===== src/adcf_map.svh =====
`ifndef ADCF_MAP_SVH
`define ADCF_MAP_SVH

// Register byte offsets (12-bit window)
`define ADCF_ADDR_W 12
`define ADCF_OFS_SEQ_A_CONTROL_REG 12'h000
`define ADCF_OFS_SEQA_GRES 12'h010
`define ADCF_OFS_IRQ_EN 12'h064
`define ADCF_OFS_FLAGS 12'h068

// Flag register fields
`define ADCF_FLG_THR11 11
`define ADCF_FLG_CHOVR_LO 12
`define ADCF_FLG_CHOVR_HI 23
`define ADCF_FLG_SEQ_A_OVERRUN_MIRROR 24
`define ADCF_FLG_SEQ_B_OVERRUN_MIRROR 25
`define ADCF_FLG_RSV_LO 26
`define ADCF_FLG_RSV_HI 27
`define ADCF_FLG_SEQA_IRQ 28
`define ADCF_FLG_RSV_VAL 2'h0

// Sequence A control fields
`define ADCF_CTL_MODE 30
`define ADCF_CTL_MODE_RST 1'h0

// Interrupt enable fields
`define ADCF_IEN_SEQA 0
`define ADCF_IEN_THR_LO 1
`define ADCF_IEN_THR_HI 2
`define ADCF_IEN_OVR 3
`define ADCF_IEN_THR_ANY 4
`define ADCF_IEN_RST 5'h00

// Sequence A global result fields
`define ADCF_GRS_DATA_LO 4
`define ADCF_GRS_DATA_HI 15
`define ADCF_GRS_OVR 30
`define ADCF_GRS_VALID 31

// Bus responses
`define ADCF_RESP_OKAY 2'h0
`define ADCF_RESP_SLVERR 2'h2

`endif


===== src/adcf_pkg.sv =====
`default_nettype none

package adcf_pkg;

  // Threshold event type select for channel 11
  typedef enum logic [1:0] {
    THR_OFF = 2'h0,
    THR_OUTSIDE = 2'h1,
    THR_CROSS = 2'h2,
    THR_RSVD = 2'h3
  } adcf_thr_type_t;

  // Write channel states, Gray along idle -> addr -> resp
  typedef enum logic [1:0] {
    WS_IDLE = 2'h0,
    WS_HAVE_A = 2'h1,
    WS_RESP = 2'h3,
    WS_HAVE_W = 2'h2
  } adcf_wr_state_t;

  typedef enum logic {
    RS_IDLE = 1'h0,
    RS_DATA = 1'h1
  } adcf_rd_state_t;

  // Decoded register select
  typedef enum logic [2:0] {
    REG_NONE = 3'h0,
    REG_SEQ_A_CONTROL_REG = 3'h1,
    REG_SEQA_GRES = 3'h2,
    REG_IRQ_EN = 3'h3,
    REG_FLAGS = 3'h4
  } adcf_reg_t;

endpackage

`default_nettype wire


===== src/adcf_flags.sv =====
// Operation
// RULE1: Channel 11 threshold flag sets on enabled outside or crossing event.
// RULE2: Channel 11 threshold flag clears by writing one; zero leaves it.
// RULE3: Bits 12..23 show channel 0..11 result overrun status.
// RULE4: Bit 24 shows sequence A global result overrun.
// RULE5: Bit 25 shows sequence B global result overrun.
// RULE6: Software writes only zeros to reserved bits 27:26.
// RULE7: Reserved bits 27:26 read undefined; nothing depends on them.
// RULE8: Mode 0: sequence A flag follows result valid bit.
// RULE9: Mode 0: result valid sets at every sequence A conversion end.
// RULE10: Mode 0: reading sequence A global result clears the flag.
// RULE11: Mode 1: flag sets only when a whole A pass completes.
// RULE12: Mode 1: flag holds until one written to bit 28.
// RULE13: Sequence A flag raises interrupt only when enabled.
// RULE14: Sequence A flag also serves as DMA request.
// RULE15: Threshold summary set while any of twelve threshold flags set.
// RULE16: Overrun mirror bits are read-only; writes ignored.
`timescale 1ns/1ps
`default_nettype none
`include "adcf_map.svh"

module adcf_flags (
  input wire logic CLOCK,
  input wire logic SRST,
  input wire logic [11:0] S_AXI_AWADDR,
  input wire logic S_AXI_AWVALID,
  output logic S_AXI_AWREADY,
  input wire logic [31:0] S_AXI_WDATA,
  input wire logic [3:0] S_AXI_WSTRB,
  input wire logic S_AXI_WVALID,
  output logic S_AXI_WREADY,
  output logic [1:0] S_AXI_BRESP,
  output logic S_AXI_BVALID,
  input wire logic S_AXI_BREADY,
  input wire logic [11:0] S_AXI_ARADDR,
  input wire logic S_AXI_ARVALID,
  output logic S_AXI_ARREADY,
  output logic [31:0] S_AXI_RDATA,
  output logic [1:0] S_AXI_RRESP,
  output logic S_AXI_RVALID,
  input wire logic S_AXI_RREADY,
  input wire logic CONV_DONE_A,
  input wire logic SEQ_A_DONE,
  input wire logic [11:0] SEQ_A_RESULT,
  input wire logic THR_OUTSIDE_CH11,
  input wire logic THR_CROSS_CH11,
  input wire logic [10:0] THR_FLAGS_LOW,
  input wire logic [11:0] CHAN_OVERRUN,
  input wire logic SEQ_A_OVERRUN,
  input wire logic SEQ_B_OVERRUN,
  output logic SEQ_A_MODE,
  output logic SEQ_A_DMA_REQ,
  output logic THRESHOLD_SUMMARY,
  output logic IRQ
);

  ////////////////////////////////////////////////////////////////////
  // Helpers

  // Address to register select, shared by read and write paths
  function automatic adcf_pkg::adcf_reg_t decode(input logic [11:0] a);
    adcf_pkg::adcf_reg_t r;
    r = adcf_pkg::REG_NONE;
    if ({a[11:2], 2'h0} == `ADCF_OFS_SEQ_A_CONTROL_REG) begin
      r = adcf_pkg::REG_SEQ_A_CONTROL_REG;
    end else if ({a[11:2], 2'h0} == `ADCF_OFS_SEQA_GRES) begin
      r = adcf_pkg::REG_SEQA_GRES;
    end else if ({a[11:2], 2'h0} == `ADCF_OFS_IRQ_EN) begin
      r = adcf_pkg::REG_IRQ_EN;
    end else if ({a[11:2], 2'h0} == `ADCF_OFS_FLAGS) begin
      r = adcf_pkg::REG_FLAGS;
    end
    return r;
  endfunction

  // Byte strobes widened to a bit mask
  function automatic logic [31:0] lane_mask(input logic [3:0] s);
    logic [31:0] m;
    m = 32'h0;
    for (int i = 0; i < 4; i++) begin
      m[i*8 +: 8] = {8{s[i]}};
    end
    return m;
  endfunction

  ////////////////////////////////////////////////////////////////////
  // Declarations

  adcf_pkg::adcf_wr_state_t wst_q;
  adcf_pkg::adcf_rd_state_t rst_q;
  logic [11:0] awaddr_q;
  logic [31:0] wdata_q;
  logic [3:0] wstrb_q;
  logic [1:0] bresp_q;
  logic [31:0] rdata_q;
  logic [1:0] rresp_q;
  logic wr_fire;
  logic [11:0] wr_addr;
  logic [31:0] wr_data;
  logic [31:0] wr_mask;
  logic [31:0] wr_ones;
  adcf_pkg::adcf_reg_t wr_sel;
  adcf_pkg::adcf_reg_t rd_sel;
  logic rd_fire;
  logic [31:0] rd_mux;
  logic mode_q;
  logic [4:0] ien_q;
  adcf_pkg::adcf_thr_type_t thr_type;
  logic thr11_set;
  logic thr11_clr;
  logic thr11;
  logic valid_clr;
  logic res_valid;
  logic done_set;
  logic done_clr;
  logic seq_done;
  logic seqa_flag;
  logic ovr_any;
  logic [31:0] flags_view;
  logic [31:0] gres_view;
  logic irq_q;

  ////////////////////////////////////////////////////////////////////
  // Write channel

  // Handshake readies depend only on state
  assign S_AXI_AWREADY = (wst_q == adcf_pkg::WS_IDLE) || (wst_q == adcf_pkg::WS_HAVE_W);
  assign S_AXI_WREADY = (wst_q == adcf_pkg::WS_IDLE) || (wst_q == adcf_pkg::WS_HAVE_A);
  assign S_AXI_BVALID = (wst_q == adcf_pkg::WS_RESP);
  assign S_AXI_BRESP = bresp_q;

  // Write completes when the later of address and data is taken
  always_comb begin
    wr_fire = 1'h0;
    unique case (wst_q)
      adcf_pkg::WS_IDLE: wr_fire = S_AXI_AWVALID && S_AXI_WVALID;
      adcf_pkg::WS_HAVE_A: wr_fire = S_AXI_WVALID;
      adcf_pkg::WS_HAVE_W: wr_fire = S_AXI_AWVALID;
      adcf_pkg::WS_RESP: wr_fire = 1'h0;
    endcase
  end

  assign wr_addr = (wst_q == adcf_pkg::WS_HAVE_A) ? awaddr_q : S_AXI_AWADDR;
  assign wr_data = (wst_q == adcf_pkg::WS_HAVE_W) ? wdata_q : S_AXI_WDATA;
  assign wr_mask = lane_mask((wst_q == adcf_pkg::WS_HAVE_W) ? wstrb_q : S_AXI_WSTRB);
  assign wr_sel = decode(wr_addr);
  // Ones written with enabled lanes, the W1C operand
  assign wr_ones = wr_fire ? (wr_data & wr_mask) : 32'h0;

  // Write state machine, address and data in either order
  always_ff @(posedge CLOCK) begin
    if (SRST) begin
      wst_q <= adcf_pkg::WS_IDLE;
    end else begin
      unique case (wst_q)
        adcf_pkg::WS_IDLE: begin
          if (wr_fire) begin
            wst_q <= adcf_pkg::WS_RESP;
          end else if (S_AXI_AWVALID) begin
            wst_q <= adcf_pkg::WS_HAVE_A;
          end else if (S_AXI_WVALID) begin
            wst_q <= adcf_pkg::WS_HAVE_W;
          end
        end
        adcf_pkg::WS_HAVE_A, adcf_pkg::WS_HAVE_W: begin
          if (wr_fire) begin
            wst_q <= adcf_pkg::WS_RESP;
          end
        end
        adcf_pkg::WS_RESP: begin
          if (S_AXI_BREADY) begin
            wst_q <= adcf_pkg::WS_IDLE;
          end
        end
      endcase
    end
  end

  // Hold whichever half arrived first
  always_ff @(posedge CLOCK) begin
    if (SRST) begin
      awaddr_q <= 12'h000;
      wdata_q <= 32'h0;
      wstrb_q <= 4'h0;
    end else if (wst_q == adcf_pkg::WS_IDLE) begin
      awaddr_q <= S_AXI_AWADDR;
      wdata_q <= S_AXI_WDATA;
      wstrb_q <= S_AXI_WSTRB;
    end
  end

  // Unmapped writes answer with a slave error
  always_ff @(posedge CLOCK) begin
    if (SRST) begin
      bresp_q <= `ADCF_RESP_OKAY;
    end else if (wr_fire) begin
      bresp_q <= (wr_sel == adcf_pkg::REG_NONE) ? `ADCF_RESP_SLVERR : `ADCF_RESP_OKAY;
    end
  end

  ////////////////////////////////////////////////////////////////////
  // Read channel

  assign S_AXI_ARREADY = (rst_q == adcf_pkg::RS_IDLE);
  assign S_AXI_RVALID = (rst_q == adcf_pkg::RS_DATA);
  assign S_AXI_RDATA = rdata_q;
  assign S_AXI_RRESP = rresp_q;
  assign rd_fire = S_AXI_ARVALID && (rst_q == adcf_pkg::RS_IDLE);
  assign rd_sel = decode(S_AXI_ARADDR);

  // Read data mux, sampled once into the data register
  always_comb begin
    rd_mux = 32'h0;
    unique case (rd_sel)
      adcf_pkg::REG_SEQ_A_CONTROL_REG: rd_mux[`ADCF_CTL_MODE] = mode_q;
      adcf_pkg::REG_SEQA_GRES: rd_mux = gres_view;
      adcf_pkg::REG_IRQ_EN: rd_mux[4:0] = ien_q;
      adcf_pkg::REG_FLAGS: rd_mux = flags_view;
      adcf_pkg::REG_NONE: rd_mux = 32'h0;
    endcase
  end

  always_ff @(posedge CLOCK) begin
    if (SRST) begin
      rst_q <= adcf_pkg::RS_IDLE;
    end else if (rd_fire) begin
      rst_q <= adcf_pkg::RS_DATA;
    end else if (S_AXI_RVALID && S_AXI_RREADY) begin
      rst_q <= adcf_pkg::RS_IDLE;
    end
  end

  // Data and response are frozen while rvalid stands
  always_ff @(posedge CLOCK) begin
    if (SRST) begin
      rdata_q <= 32'h0;
      rresp_q <= `ADCF_RESP_OKAY;
    end else if (rd_fire) begin
      rdata_q <= rd_mux;
      rresp_q <= (rd_sel == adcf_pkg::REG_NONE) ? `ADCF_RESP_SLVERR : `ADCF_RESP_OKAY;
    end
  end

  ////////////////////////////////////////////////////////////////////
  // Control registers

  // Mode bit of sequence A
  always_ff @(posedge CLOCK) begin
    if (SRST) begin
      mode_q <= `ADCF_CTL_MODE_RST;
    end else if (wr_fire && wr_sel == adcf_pkg::REG_SEQ_A_CONTROL_REG && wr_mask[`ADCF_CTL_MODE]) begin
      mode_q <= wr_data[`ADCF_CTL_MODE];
    end
  end

  // Interrupt enables, byte lane 0 only
  always_ff @(posedge CLOCK) begin
    if (SRST) begin
      ien_q <= `ADCF_IEN_RST;
    end else if (wr_fire && wr_sel == adcf_pkg::REG_IRQ_EN && wr_mask[0]) begin
      ien_q <= wr_data[4:0];
    end
  end

  assign thr_type = adcf_pkg::adcf_thr_type_t'(ien_q[`ADCF_IEN_THR_HI:`ADCF_IEN_THR_LO]);
  assign SEQ_A_MODE = mode_q;

  ////////////////////////////////////////////////////////////////////
  // Flags

  // RULE1: gated event set
  // Reserved type code is treated as disabled
  assign thr11_set = (thr_type == adcf_pkg::THR_OUTSIDE && THR_OUTSIDE_CH11)
                  || (thr_type == adcf_pkg::THR_CROSS && THR_CROSS_CH11);
  // RULE2: write-one clear
  assign thr11_clr = wr_sel == adcf_pkg::REG_FLAGS && wr_ones[`ADCF_FLG_THR11];

  adcf_sticky_bit u_thr11 (
    .clk(CLOCK),
    .srst(SRST),
    .set(thr11_set),
    .clr(thr11_clr),
    .q(thr11)
  );

  // RULE9: valid per conversion
  // RULE10: cleared by result read
  // A conversion ending with the read keeps valid set
  assign valid_clr = rd_fire && rd_sel == adcf_pkg::REG_SEQA_GRES;

  adcf_sticky_bit u_valid (
    .clk(CLOCK),
    .srst(SRST),
    .set(CONV_DONE_A),
    .clr(valid_clr),
    .q(res_valid)
  );

  // RULE11: whole pass sets
  // RULE12: write-one clear only while in mode 1
  // Leaving end-of-pass mode drops a stale flag
  assign done_set = mode_q && SEQ_A_DONE;
  assign done_clr = !mode_q
                 || (wr_sel == adcf_pkg::REG_FLAGS && wr_ones[`ADCF_FLG_SEQA_IRQ]);

  adcf_sticky_bit u_done (
    .clk(CLOCK),
    .srst(SRST),
    .set(done_set),
    .clr(done_clr),
    .q(seq_done)
  );

  // RULE8: mode 0 mirrors valid
  assign seqa_flag = mode_q ? seq_done : res_valid;

  // Global result as software sees it
  always_comb begin
    gres_view = 32'h0;
    gres_view[`ADCF_GRS_DATA_HI:`ADCF_GRS_DATA_LO] = SEQ_A_RESULT;
    gres_view[`ADCF_GRS_OVR] = SEQ_A_OVERRUN;
    gres_view[`ADCF_GRS_VALID] = res_valid;
  end

  // Flag register read view; low threshold bits live outside
  always_comb begin
    flags_view = 32'h0;
    flags_view[10:0] = THR_FLAGS_LOW;
    flags_view[`ADCF_FLG_THR11] = thr11;
    // RULE3: channel overrun mirrors
    // RULE16: no write path
    flags_view[`ADCF_FLG_CHOVR_HI:`ADCF_FLG_CHOVR_LO] = CHAN_OVERRUN;
    // RULE4: sequence A overrun
    flags_view[`ADCF_FLG_SEQ_A_OVERRUN_MIRROR] = SEQ_A_OVERRUN;
    // RULE5: sequence B overrun
    flags_view[`ADCF_FLG_SEQ_B_OVERRUN_MIRROR] = SEQ_B_OVERRUN;
    // RULE7: reserved read value
    // RULE6: writes there ignored
    flags_view[`ADCF_FLG_RSV_HI:`ADCF_FLG_RSV_LO] = `ADCF_FLG_RSV_VAL;
    flags_view[`ADCF_FLG_SEQA_IRQ] = seqa_flag;
  end

  ////////////////////////////////////////////////////////////////////
  // Requests out

  // RULE14: flag drives DMA
  assign SEQ_A_DMA_REQ = seqa_flag;

  // RULE15: summary of twelve
  assign THRESHOLD_SUMMARY = thr11 || (|THR_FLAGS_LOW);

  // Sequence A global overrun counts only in per-conversion mode
  assign ovr_any = (|CHAN_OVERRUN) || (!mode_q && SEQ_A_OVERRUN) || SEQ_B_OVERRUN;

  // RULE13: enable gates request
  // Registered so the line is glitch free; one cycle behind the flags
  always_ff @(posedge CLOCK) begin
    if (SRST) begin
      irq_q <= 1'h0;
    end else begin
      irq_q <= (seqa_flag && ien_q[`ADCF_IEN_SEQA])
            || (THRESHOLD_SUMMARY && ien_q[`ADCF_IEN_THR_ANY])
            || (ovr_any && ien_q[`ADCF_IEN_OVR]);
    end
  end

  assign IRQ = irq_q;

endmodule

`default_nettype wire


===== src/adcf_sticky_bit.sv =====
`timescale 1ns/1ps
`default_nettype none

module adcf_sticky_bit (
  input wire logic clk,
  input wire logic srst,
  input wire logic set,
  input wire logic clr,
  output logic q
);

  logic q_q;

  // Set beats clear so a same-cycle event is never lost
  always_ff @(posedge clk) begin
    if (srst) begin
      q_q <= 1'h0;
    end else if (set) begin
      q_q <= 1'h1;
    end else if (clr) begin
      q_q <= 1'h0;
    end
  end

  assign q = q_q;

endmodule

`default_nettype wire


===== config.mk =====
export PLATFORM = sky130hd
export DESIGN_NAME = adcf_flags
export DESIGN_NICKNAME = d
export VERILOG_FILES = /design/src/adcf_pkg.sv /design/src/adcf_flags.sv /design/src/adcf_sticky_bit.sv
export VERILOG_INCLUDE_DIRS = /design/src /design/src/src
export SDC_FILE = /design/constraint.sdc
export NUM_CORES = 1
export LEC_CHECK = 0
export ABC_AREA = 0
export BUFFER_PORTS_ARGS = -buffer_cell sky130_fd_sc_hd__buf_2
export CAP_MARGIN = 25
export CORE_ASPECT_RATIO = 0.9
export CORE_MARGIN = 2
export CORE_UTILIZATION = 45
export CTS_BUF_LIST = sky130_fd_sc_hd__clkbuf_4 sky130_fd_sc_hd__clkbuf_8
export CTS_CLUSTER_SIZE = 40
export DETAILED_ROUTE_END_ITERATION = 7
export PLACE_DENSITY = 0.79
export REMOVE_ABC_BUFFERS = 1
export SLEW_MARGIN = 20
export SYNTH_ARGS = -nofsm -noshare
export SYNTH_HDL_FRONTEND = slang
export SYNTH_SLANG_ARGS = --single-unit

===== constraint.sdc =====
create_clock -name CLOCK -period 6.2 [get_ports CLOCK]
set_input_delay 1.24 -clock CLOCK [delete_from_list [all_inputs] [get_ports CLOCK]]
set_output_delay 1.24 -clock CLOCK [all_outputs]
set_load 0.01 [all_outputs]

# == After elaboration in Yosys (flattened, before gate mapping) ==
# Index checks and enable logic that the tools add are counted.
# word_totals
reg_bits,96
output_inout_bits,45
word_cells,111
# classes
eq_ne,21
mux,34
n_bitwise,2
reduce_logical,40
# ops
op,n
24-bit one-hot mux with 2 select lines,1
"10-bit by 5-bit == test with 1-bit output, second input constant",4
31-bit 2-to-1 mux,1
29-bit AND,1
29-bit 2-to-1 mux,1
3-bit 2-to-1 mux,8
"10-bit by 3-bit == test with 1-bit output, second input constant",2
10-bit logical NOT,2
1-bit logical AND,17
5-bit one-hot mux with 3 select lines,1
2-bit 2-to-1 mux,7
12-bit 2-to-1 mux,1
12-bit OR reduction,1
11-bit OR reduction,1
1-bit 2-to-1 mux,10
"3-bit by 2-bit == test with 1-bit output, second input constant",3
1-bit logical OR,9
2-bit nonzero test,4
"2-bit == test, second input constant",3
"3-bit by 1-bit == test with 1-bit output, second input constant",2
"3-bit == test, second input constant",2
3-bit logical NOT,2
2-bit one-hot mux with 3 select lines,1
"2-bit by 1-bit == test with 1-bit output, second input constant",2
other kinds (11),11

# == Longest topological paths before layout ==
# Gate-level depths: netlist of the first run.
# depth
word_depth,12
depth_mapped,7

# == By module ==
# Synthesis of the first run repeated with hierarchy kept, for this count alone.
# hier_totals
cells_unflattened,351
hier_area_um2,3203.1
# modules_own_cells
mod,n_inst,cells_per_inst,area_each_um2,seq_area_each_um2
adcf_flags,1,339,3086.7,1241.2
adcf_sticky_bit,3,4,38.8,20.0

# == Least setup slack after synthesis of the first run ==
# No wires, ideal clock.
# synth_timing
path_kind,input-to-output
start,input THR_FLAGS_LOW[9]
end,output THRESHOLD_SUMMARY
arrival_ps,1657
required_time_ps,4960
path_slack_ps,3303
stages,2
path_buffers,0
path_cell_list,nor4_1 -> nand3_1
# synth_between
elab_chain_len,2
# synth_lines
item,line_no,text
"start, declared",adcf_flags.sv:47,"input wire logic [10:0] THR_FLAGS_LOW,"
11-bit OR reduction,adcf_flags.sv:350,assign THRESHOLD_SUMMARY = thr11 || (|THR_FLAGS_LOW);
1-bit logical OR,adcf_flags.sv:350,
"end, declared",adcf_flags.sv:53,"output logic THRESHOLD_SUMMARY,"
# No other way between the ends.

# == Worst setup path in the final report of the first run ==
# Ends and elaborated chain as after synthesis.

==> out/summary.txt, run 1 <==
RSZ-0062 raised after global routing: no
Share of the synthesized area in the top cell type: 0.416
Fin. Hold Viols: 0
Hold Buf Count CTS: 0
Fmax: 311 MHz
Max_slew headroom: 0.349
Placed cell areas: 0.00375 mm^2
Port Buffers: 118
Vias/cell: 5.34
Placer Congestion: 0.828
Routed WL per cell: 14.8 um
Fin. max-slew vios: 0
Post-Place Cells: 529
Worst-case reg-to-reg path depth: 6
VDD IR max: 0.189 mV
Count of non-filler cells in the finished layout: 545
HPWL Detailed: 6010 um
Die ar.: 0.00764 mm^2
Pwr per Cell Area: 294 mW/mm^2
DRT Pass-1 Iters: 4
Post-synth EDFFs: 0
Yosys warns: 0
Final WL: 8090 um
CP Buf/Inv Count: 2
Slowest stage delay, CP: 0.30 ns
Leak pwr: 1.79 nW
Final period util: 0.519
Metal-1 WL: 3560 um
Yosys cell types: 56
WS Path Type: input pin to primary output
Met3 wire length: 443 um
Area Overhead vs Synth: 25.5%
Fill count: 635
CTS clk-pin slew, worst paths: 0.07 ns
Total I/O pin count: 153
Initial antenna violation count: 0
Worst R2R Setup Slack: 3.79 ns
Least-Margin Pin Slew: 0.973 ns
Yosys reg bits: 65
Primary FF master, synth: dfxtp_1
Post-synth top area cell: dfxtp_1
Worst-path fanout max: 2
CORE AREA: 0.00666 mm^2
Clock buffer depth: 2
CTS tree: yes
Met2 wire length: 4020 um
Initial core utilization: 0.470
Clock skew: 0.00806 ns
CP Depth: 4
Worst Path Required: 4.96 ns
First-pass GRT wire length: 13300 um
Largest net degree at the start of global routing: 61
Overflow after GRT: 0
Worst Hold Class: flip-flop to flip-flop
GR Util All Layers: 0.213
Final Critical Period: 3.22 ns
Synthesized area per cell: 9.32 um^2
Fin util: 0.590
Clock latency on the worst-skew pair: 0.33 ns
Highest Signal Layer: met4
Remaining antenna violation count after routing: 0
Post-synthesis cell area: 0.00313 mm^2
Seq/Total Area, Yosys: 0.416
Die W: 91.9 um
Post-route DRC violation count: 0
Final setup TNS: 0 ns
Vias: 2911
Die H: 83.1 um
Sink Count: 65
Num CTS Buffers: 9
Dominant cells by area after synthesis: dfxtp_1 42%, mux2i_1 9.3%, nor2_1 5.4%
Most common cell on crit path: buf_2
Final instance area: 0.00393 mm^2
Vias in the first global route: 2779
Clock root cell: clkbuf_8
Crit path DAT: 1.98 ns
Crit-path cells: buf_2 -> nor4_1 -> nand3_1 -> buf_2
Crit end category: primary output
WHS Path Cells: 2
Postcts setup bufs: 0
CTS H-tree depth: 3
CP top delay family: simple AND/OR/NAND/NOR gates
Mapped Cells: 336
CP startpoint kind: input pin
MaxCap Viol Count: 0
Setup violators final: 0
Outcome: finished, final reports clean
Post-synth ARST share: 0
1st-iter DRT viols: 178
Slowest CP cell: nor4_1
Fin nets: 562
Post-CTS Resized: 0
Share of layout cells above drive strength 1: 0.343
Ant diodes: 0
Rows: 28
stage by stage:
stage / setup slack [ns] / hold WS (ns) / total power [mW]
2_1_floorplan: 3.30 / 0.443 / 0.736
3_3_place_gp: 2.96 / 0.436 / 0.828
3_5_place_dp: 2.96 / 0.443 / 0.841
4_1_cts: 2.96 / 0.452 / 1.17
5_1_grt: 2.90 / 0.474 / 1.23
6_report: 2.98 / 0.451 / 1.15
state kept, by name, indices dropped and copies added (netlist names), 2 cells and up:
| signal | count |
|---|---|
| ien_q | 5 |
| wdata_q | 8 |
| wstrb_q | 3 |
| awaddr_q | 10 |
| wst_q | 2 |
| S_AXI_RDATA | 29 |
path summary, 6_finish.rpt:
| check | startpoint | to |
|---|---|---|
| max | THR_FLAGS_LOW[9] | THRESHOLD_SUMMARY |
| min reg2reg | S_AXI_RDATA[8] | S_AXI_RDATA[8] |
| max reg2reg | wst_q[0] | u_done.q |
| min | S_AXI_RDATA[8] | S_AXI_RDATA[8] |
tightest hold or removal path: cells and delay by family, from the launching register on:
family	cells	cell delay, ns
compound gates	1	0.05
flops	1	0.31
simple gates	1	0.05
cell families (layout without fill, tap and decap cells):
| family | count (synthesis) | in the layout | share of synthesized area |
|---|---|---|---|
| AND/OR/NAND/NOR | 118 | 118 | 0.196 |
| AO/OA/AOI/OAI | 76 | 76 | 0.178 |
| flip-flops | 65 | 65 | 0.416 |
| multiplexers | 40 | 40 | 0.137 |
| buffers and inverters | 30 | 145 | 0.0500 |
| adder cells (fa/ha/maj) | 4 | 4 | 0.0160 |
| XOR/XNOR | 2 | 2 | 0.00560 |
| other | 1 | 5 | 0.00120 |
placed cells by master (no fill, tap or decap), types with 2 or more instances in the layout:
master | netlist | final
buf_2 | 2 | 118
dfxtp_1 | 65 | 65
nor2_1 | 45 | 45
mux2i_1 | 29 | 29
nand2_1 | 23 | 23
a21oi_1 | 16 | 16
a32oi_1 | 12 | 12
a22oi_1 | 11 | 11
clkbuf_8 | 0 | 10
a22o_1 | 8 | 8
inv_1 | 7 | 7
mux2_2 | 6 | 6
nor4_1 | 6 | 6
nor2b_1 | 6 | 6
nand3_1 | 5 | 5
nor3_1 | 5 | 5
o21ai_0 | 5 | 5
conb_1 | 1 | 5
nand2b_1 | 4 | 4
nor3b_1 | 4 | 4
mux2_4 | 4 | 4
ha_1 | 4 | 4
clkinvlp_4 | 0 | 4
a211oi_1 | 3 | 3
a31oi_1 | 3 | 3
nand4_1 | 3 | 3
nand3b_1 | 3 | 3
or2_2 | 2 | 2
o22ai_1 | 2 | 2
a221o_1 | 2 | 2
a21boi_0 | 2 | 2
o41ai_1 | 2 | 2
nand4b_1 | 2 | 2
xor2_1 | 2 | 2
a2111oi_0 | 2 | 2
o311a_1 | 2 | 2
buf_4 | 7 | 2
cells in the mapped netlist, drive strengths merged, types with 2 or more instances:
cell type and number:
nor4 8, o311a 2, nand2b 4, nand3 5, or2 2, a21oi 16, ha 4, a22oi 11
buf 13, a221o 2, a22o 8, inv 7, a2111oi 2, o22ai 2, nor2b 6, nor3 5
mux2i 29, nand3b 4, a211oi 3, o41ai 2, clkbuf 9, a32oi 12, nand2 23, o21ai 6
nor3b 4, nand4 3, a21boi 2, nor2 46, a31oi 3, mux2 11, xor2 2, nand4b 2
dfxtp 65
routing by layer:
layer	GRT usage	up-vias
met5	0	-
met4	0.0692	0
met3	0.0508	6
met2	0.355	86
met1	0.272	1363
li1	-	1456
final cells by class:
cell class                      count  area (um^2)  share of cell area
Clock buffer                       10          138              0.0350
Inverter                            8         30.0             0.00764
Multi-Input combinational cell    245         1690               0.429
Timing Repair Buffer              121          617               0.157
Sequential cell                    65         1300               0.331
Tap cell                           90          113              0.0287
Clock inverter                      6         43.8              0.0111
where the power goes:
| group | total (mW) | leakage (nW) | switching, mW | internal (mW) |
|---|---|---|---|---|
| sequential | 0.486 | 0.530 | 0.0270 | 0.459 |
| combinational | 0.347 | 1.18 | 0.186 | 0.160 |
| clock | 0.322 | 0.0805 | 0.166 | 0.156 |
| total | 1.15 | 1.79 | 0.379 | 0.775 |
(Power assumes the default switching activity.)
==> run 2, diff against run 1 <==
Clock period 6.2 ns to 3.18 ns, I/O delays scaled along.
==> run 2 against run 1 <==
  * Critical path type is now flip-flop to flip-flop
  * Via count rose by 1.6%
  * Non-clock buffer count rose by 4
  * Critical endpoint is now u_done.q
  * Setup slack got worse by 2.2 ns
==> out/summary.txt, run 2 (synthesized netlist as in run 1, its figures left out) <==
MaxCap Viol Count: 0 (unchanged)
Register area: 0.00130 mm^2 (unchanged)
1st-iter DRT viols: 213 (+20%)
Remaining antenna violation count after routing: 0 (unchanged)
CTS tree: yes
Post-Place Cells: 533 (+0.76%)
Initial core utilization: 0.470 (unchanged)
Final WL: 8390 um (+3.7%)
Vias/cell: 5.39 (+0.87%)
Multi-input gate area: 0.00169 mm^2 (unchanged)
Post-route DRC violation count: 0 (unchanged)
Count of non-filler cells in the finished layout: 549 (+0.73%)
Outcome: finished, final reports clean
Worst-path fanout max: 12 (+10)
Hold Buf Count CTS: 0 (unchanged)
Post-CTS Resized: 0 (unchanged)
Area Overhead vs Synth: 27.9%
Clock latency on the worst-skew pair: 0.34 ns (about the same)
First-pass GRT wire length: 13400 um (+0.73%)
RSZ-0062 raised after global routing: no
Clock buffer depth: 2 (unchanged)
Worst Path Required: 3.36 ns (-1.60 ns)
Max reg flops: 29 (unchanged)
Rows: 28 (unchanged)
Final period util: 0.743
Crit end category: flip-flop
Max_slew headroom: 0.447 (+0.0981)
Crit path DAT: 2.54 ns (+0.56 ns)
Final setup TNS: 0 ns (unchanged)
Highest Signal Layer: met4
Port Buffers: 118 (unchanged)
Vias in the first global route: 2785 (+0.22%)
GR Util All Layers: 0.216 (+0.00268)
Die W: 91.9 um (unchanged)
CP startpoint kind: flip-flop
Commonest non-fill, non-tap cell in the layout: buf_2
Ant diodes: 0 (unchanged)
Routed WL per cell: 15.3 um (+2.9%)
Clock skew: 0.00854 ns (+0.000480 ns)
Fin. Hold Viols: 0 (unchanged)
Overflow after GRT: 0 (unchanged)
Vias: 2958 (+1.6%)
Most frequent cells in the layout: 118 x buf_2, 65 x dfxtp_1, 45 x nor2_1
Fin nets: 566 (+0.71%)
Worst Hold Class: flip-flop to flip-flop
CTS H-tree depth: 3 (unchanged)
Fmax: 423 MHz
Initial antenna violation count: 0 (unchanged)
Met2 wire length: 4120 um (+2.6%)
Num CTS Buffers: 9 (unchanged)
Die ar.: 0.00764 mm^2 (unchanged)
Least-Margin Pin Slew: 0.808 ns (-0.165 ns)
WS Path Type: flip-flop to flip-flop
Final Critical Period: 2.36 ns
Clock root cell: clkbuf_8
Fill count: 619 (-2.5%)
Pwr per Cell Area: 608 mW/mm^2 (+110%)
Largest net degree at the start of global routing: 27 (-56%)
CTS clk-pin slew, worst paths: 0.07 ns (about the same)
VDD IR max: 0.300 mV (+58%)
Leak pwr: 1.84 nW (+2.9%)
HPWL Detailed: 6250 um (+4.0%)
Met3 wire length: 511 um (+15%)
Metal-1 WL: 3630 um (+2.2%)
Sink Count: 65 (unchanged)
Die H: 83.1 um (unchanged)
Share of layout cells above drive strength 1: 0.349 (+0.00573)
CORE AREA: 0.00666 mm^2 (unchanged)
Fin. max-slew vios: 0 (unchanged)
DRT Pass-1 Iters: 6 (+2)
Placer Congestion: 0.833 (+0.52%)
Setup violators final: 0 (unchanged)
Postcts setup bufs: 0 (unchanged)
Total I/O pin count: 153 (unchanged)
-- run 2: report_power, final --
group	switching, mW	leakage [nW]	internal (mW)	total (mW)
Clock	0.326	0.113	0.465	0.791
Sequential	0.0561	0.530	0.895	0.951
Combinational	0.375	1.20	0.318	0.693
Total	0.757	1.84	1.68	2.44
-- run 2: critical path, stage by stage, from the launching register on --
cell       delay [ns]
dfxtp_1          0.35
inv_1            0.10
ha_1             0.46
nor2b_1          0.23
nand4b_1         0.16
a2111oi_0        0.75
a211oi_1         0.15
-- run 2: routing by layer --
metal,global-route usage,up-vias
li1,-,1461
met5,0,-
met2,0.356,101
met1,0.275,1381
met3,0.0617,15
met4,0.0638,0
-- run 2: metrics by stage --
step	power (mW)	hold slack, ns	setup WS, ns	util	area [um^2]
floorplan	1.44	0.443	0.720	-	3020
global placement	1.62	0.436	0.889	0.567	3770
detailed placement	1.65	0.443	0.898	0.567	3770
CTS	2.45	0.451	0.821	0.601	4000
global route	2.56	0.469	0.659	0.601	4000
finish	2.44	0.450	0.817	0.601	4000
-- run 2: cell type report --
class                      instances  share of cell area
multi-input combinational        245               0.422
sequential                        65               0.325
timing repair buffer             125               0.161
clock buffer                      10              0.0344
tap                               90              0.0281
clock inverter                     6              0.0225
inverter                           8             0.00750
-- run 2: worst paths after layout --
kind | start | to | slack [ns] | cells after the start
max | wst_q[1] | u_done.q | 0.82 | 6
min | S_AXI_RDATA[30] | S_AXI_RDATA[30] | 0.45 | 2
max reg2reg | wst_q[1] | u_done.q | 0.82 | 6
min reg2reg | S_AXI_RDATA[30] | S_AXI_RDATA[30] | 0.45 | 2
==> run 3, diff against run 2 <==
Settings changed: CORE_UTILIZATION 45 to 43.
Clock period 3.18 ns to 2.15 ns, I/O delays scaled along.
==> run 3 against run 2 <==
  * Clock power is 20% higher
  * Combinational power grew 56%
  * Via count increased by 1.9%
  * Clock skew down 0.00092 ns
  * Sequential share of layout area decreased by 0.40 points
  * Critical path type is now flip-flop to primary output
==> out/summary.txt, run 3 (synthesized netlist as in run 1, its figures left out) <==
Outcome: finished, final reports clean
Total I/O pin count: 153 (unchanged)
Share of layout cells above drive strength 1: 0.370 (+0.0211)
Clock latency on the worst-skew pair: 0.34 ns (about the same)
Register area: 0.00130 mm^2 (unchanged)
Least-Margin Pin Slew: 0.827 ns (+0.0184 ns)
Fin util: 0.576 (-0.0256)
First-pass GRT wire length: 13500 um (+1.2%)
Worst-case reg-to-reg path depth: 7 (+1)
DRT Pass-1 Iters: 4 (-2)
Crit end category: primary output
Post-Place Cells: 544 (+2.1%)
CTS tree: yes
Multi-input gate area: 0.00170 mm^2 (+0.59%)
GR Util All Layers: 0.215 (-0.000481)
Final Critical Period: 2.05 ns
Met2 wire length: 4090 um (-0.70%)
Pwr per Cell Area: 846 mW/mm^2 (+39%)
WHS Path Cells: 2 (unchanged)
Max reg flops: 29 (unchanged)
Die H: 84.9 um (+2.2%)
WS Path Type: flip-flop to primary output
HPWL Detailed: 6410 um (+2.5%)
Rows: 29 (+3.6%)
FF-to-FF Start: wst_q[1]
Commonest non-fill, non-tap cell in the layout: buf_2
Worst R2R Setup Slack: 0.12 ns (-0.70 ns)
Worst Hold Class: input pin to flip-flop
Met3 wire length: 488 um (-4.5%)
Fin. max-slew vios: 0 (unchanged)
Placer Congestion: 0.819 (-1.6%)
Vias/cell: 5.37 (-0.25%)
Worst Path Required: 1.72 ns (-1.64 ns)
Vias: 3015 (+1.9%)
Fin. Hold Viols: 0 (unchanged)
Clock skew: 0.00762 ns (-0.000920 ns)
Hold Crit Start: S_AXI_RREADY
CORE AREA: 0.00704 mm^2 (+5.8%)
1st-iter DRT viols: 154 (-28%)
Clock buffer depth: 2 (unchanged)
Sink Count: 65 (unchanged)
Count of non-filler cells in the finished layout: 561 (+2.2%)
Vias in the first global route: 2881 (+3.4%)
RSZ-0062 raised after global routing: no
Crit path DAT: 1.62 ns (-0.92 ns)
Worst-path fanout max: 12 (unchanged)
Die W: 93.9 um (+2.2%)
Final period util: 0.954
Remaining antenna violation count after routing: 0 (unchanged)
Fin nets: 575 (+1.6%)
CP startpoint kind: flip-flop
Fmax: 488 MHz
Max_slew headroom: 0.448 (about the same)
Leak pwr: 1.86 nW (+1.1%)
Post-route DRC violation count: 0 (unchanged)
CTS clk-pin slew, worst paths: 0.08 ns (about the same)
Setup violators final: 0 (unchanged)
Initial core utilization: 0.445 (-0.0256)
Hold slack: 0.266 ns (-0.184 ns)
Routed WL per cell: 15.1 um (-0.98%)
Clock root cell: clkbuf_8
Fill count: 646 (+4.4%)
Most frequent cells in the layout: 118 x buf_2, 65 x dfxtp_1, 45 x nor2_1
VDD IR max: 0.524 mV (+75%)
MaxCap Viol Count: 0 (unchanged)
Largest net degree at the start of global routing: 25 (-7.4%)
CTS H-tree depth: 3 (unchanged)
Initial antenna violation count: 0 (unchanged)
Final WL: 8490 um (+1.2%)
Metal-1 WL: 3700 um (+1.8%)
Die ar.: 0.00798 mm^2 (+4.4%)
Reg2reg end: ien_q[1]
Final setup TNS: 0 ns (unchanged)
Num CTS Buffers: 9 (unchanged)
Area Overhead vs Synth: 29.5%
Highest Signal Layer: met4
Overflow after GRT: 0 (unchanged)
Port Buffers: 118 (unchanged)
Ant diodes: 0 (unchanged)
Worst Hold End: S_AXI_RVALID
run 3: changes by cell type in the layout (fill, tap and decap cells not counted), moves of 2 or more:
cell,change
buf_4,+7
ha_1,-3
ha_2,+3
bufinv_16,-2
run 3: worst max-delay path by stage:
stage                                from            end  slack [ns]  depth (start not counted)
final                            wst_q[0]  S_AXI_AWREADY         0.1                          5
after global routing             wst_q[1]       ien_q[1]        0.02                          7
after CTS                        wst_q[0]  S_AXI_AWREADY        0.01                          5
after detailed placement         wst_q[1]       ien_q[3]        0.09                          7
after global placement    S_AXI_AWADDR[8]       ien_q[3]        0.11                          5
after floorplan                  wst_q[0]       ien_q[0]       -0.31                          6
run 3: cell type report:
class                      instances  area share
timing repair buffer             134       0.179
inverter                           8     0.00741
sequential                        65       0.321
multi-input combinational        245       0.419
clock buffer                      10      0.0340
tap                               93      0.0287
clock inverter                     6      0.0105
run 3: metrics by stage:
| step | cell area, um^2 | setup slack, ns | power [mW] |
|---|---|---|---|
| after CTS | 4030 | 0.0146 | 3.42 |
| after detailed placement | 3850 | 0.0869 | 2.47 |
| final | 4050 | 0.0996 | 3.43 |
| after global placement | 3850 | 0.114 | 2.43 |
| after global routing | 4050 | 0.0188 | 3.62 |
| after floorplan | 3020 | -0.310 | 2.12 |
run 3: per-layer routing:
| layer | global-route usage | up-vias |
|---|---|---|
| met3 | 0.0462 | 16 |
| met4 | 0.108 | 0 |
| li1 | - | 1484 |
| met2 | 0.347 | 97 |
| met1 | 0.273 | 1418 |
| met5 | 0 | - |
run 3: worst max-delay path, cell delays in order, from the launching register on:
cell     delay (ns)
dfxtp_1        0.36
inv_1          0.09
ha_2           0.23
buf_6          0.17
or2_2          0.29
buf_2          0.14
run 3: repair_timing:
item / 4_1_cts / 5_1_grt
endpoints found under the setup margin: 0 / 5
setup buffers: 0 / 1
hold buffers: 0 / 0
resized for setup: 0 / 5
run 3: power by group:
group	leakage, nW	switching [mW]	total [mW]	internal [mW]
Sequential	0.530	0.0764	1.40	1.32
Combinational	1.24	0.563	1.08	0.514
Clock	0.0887	0.498	0.949	0.451
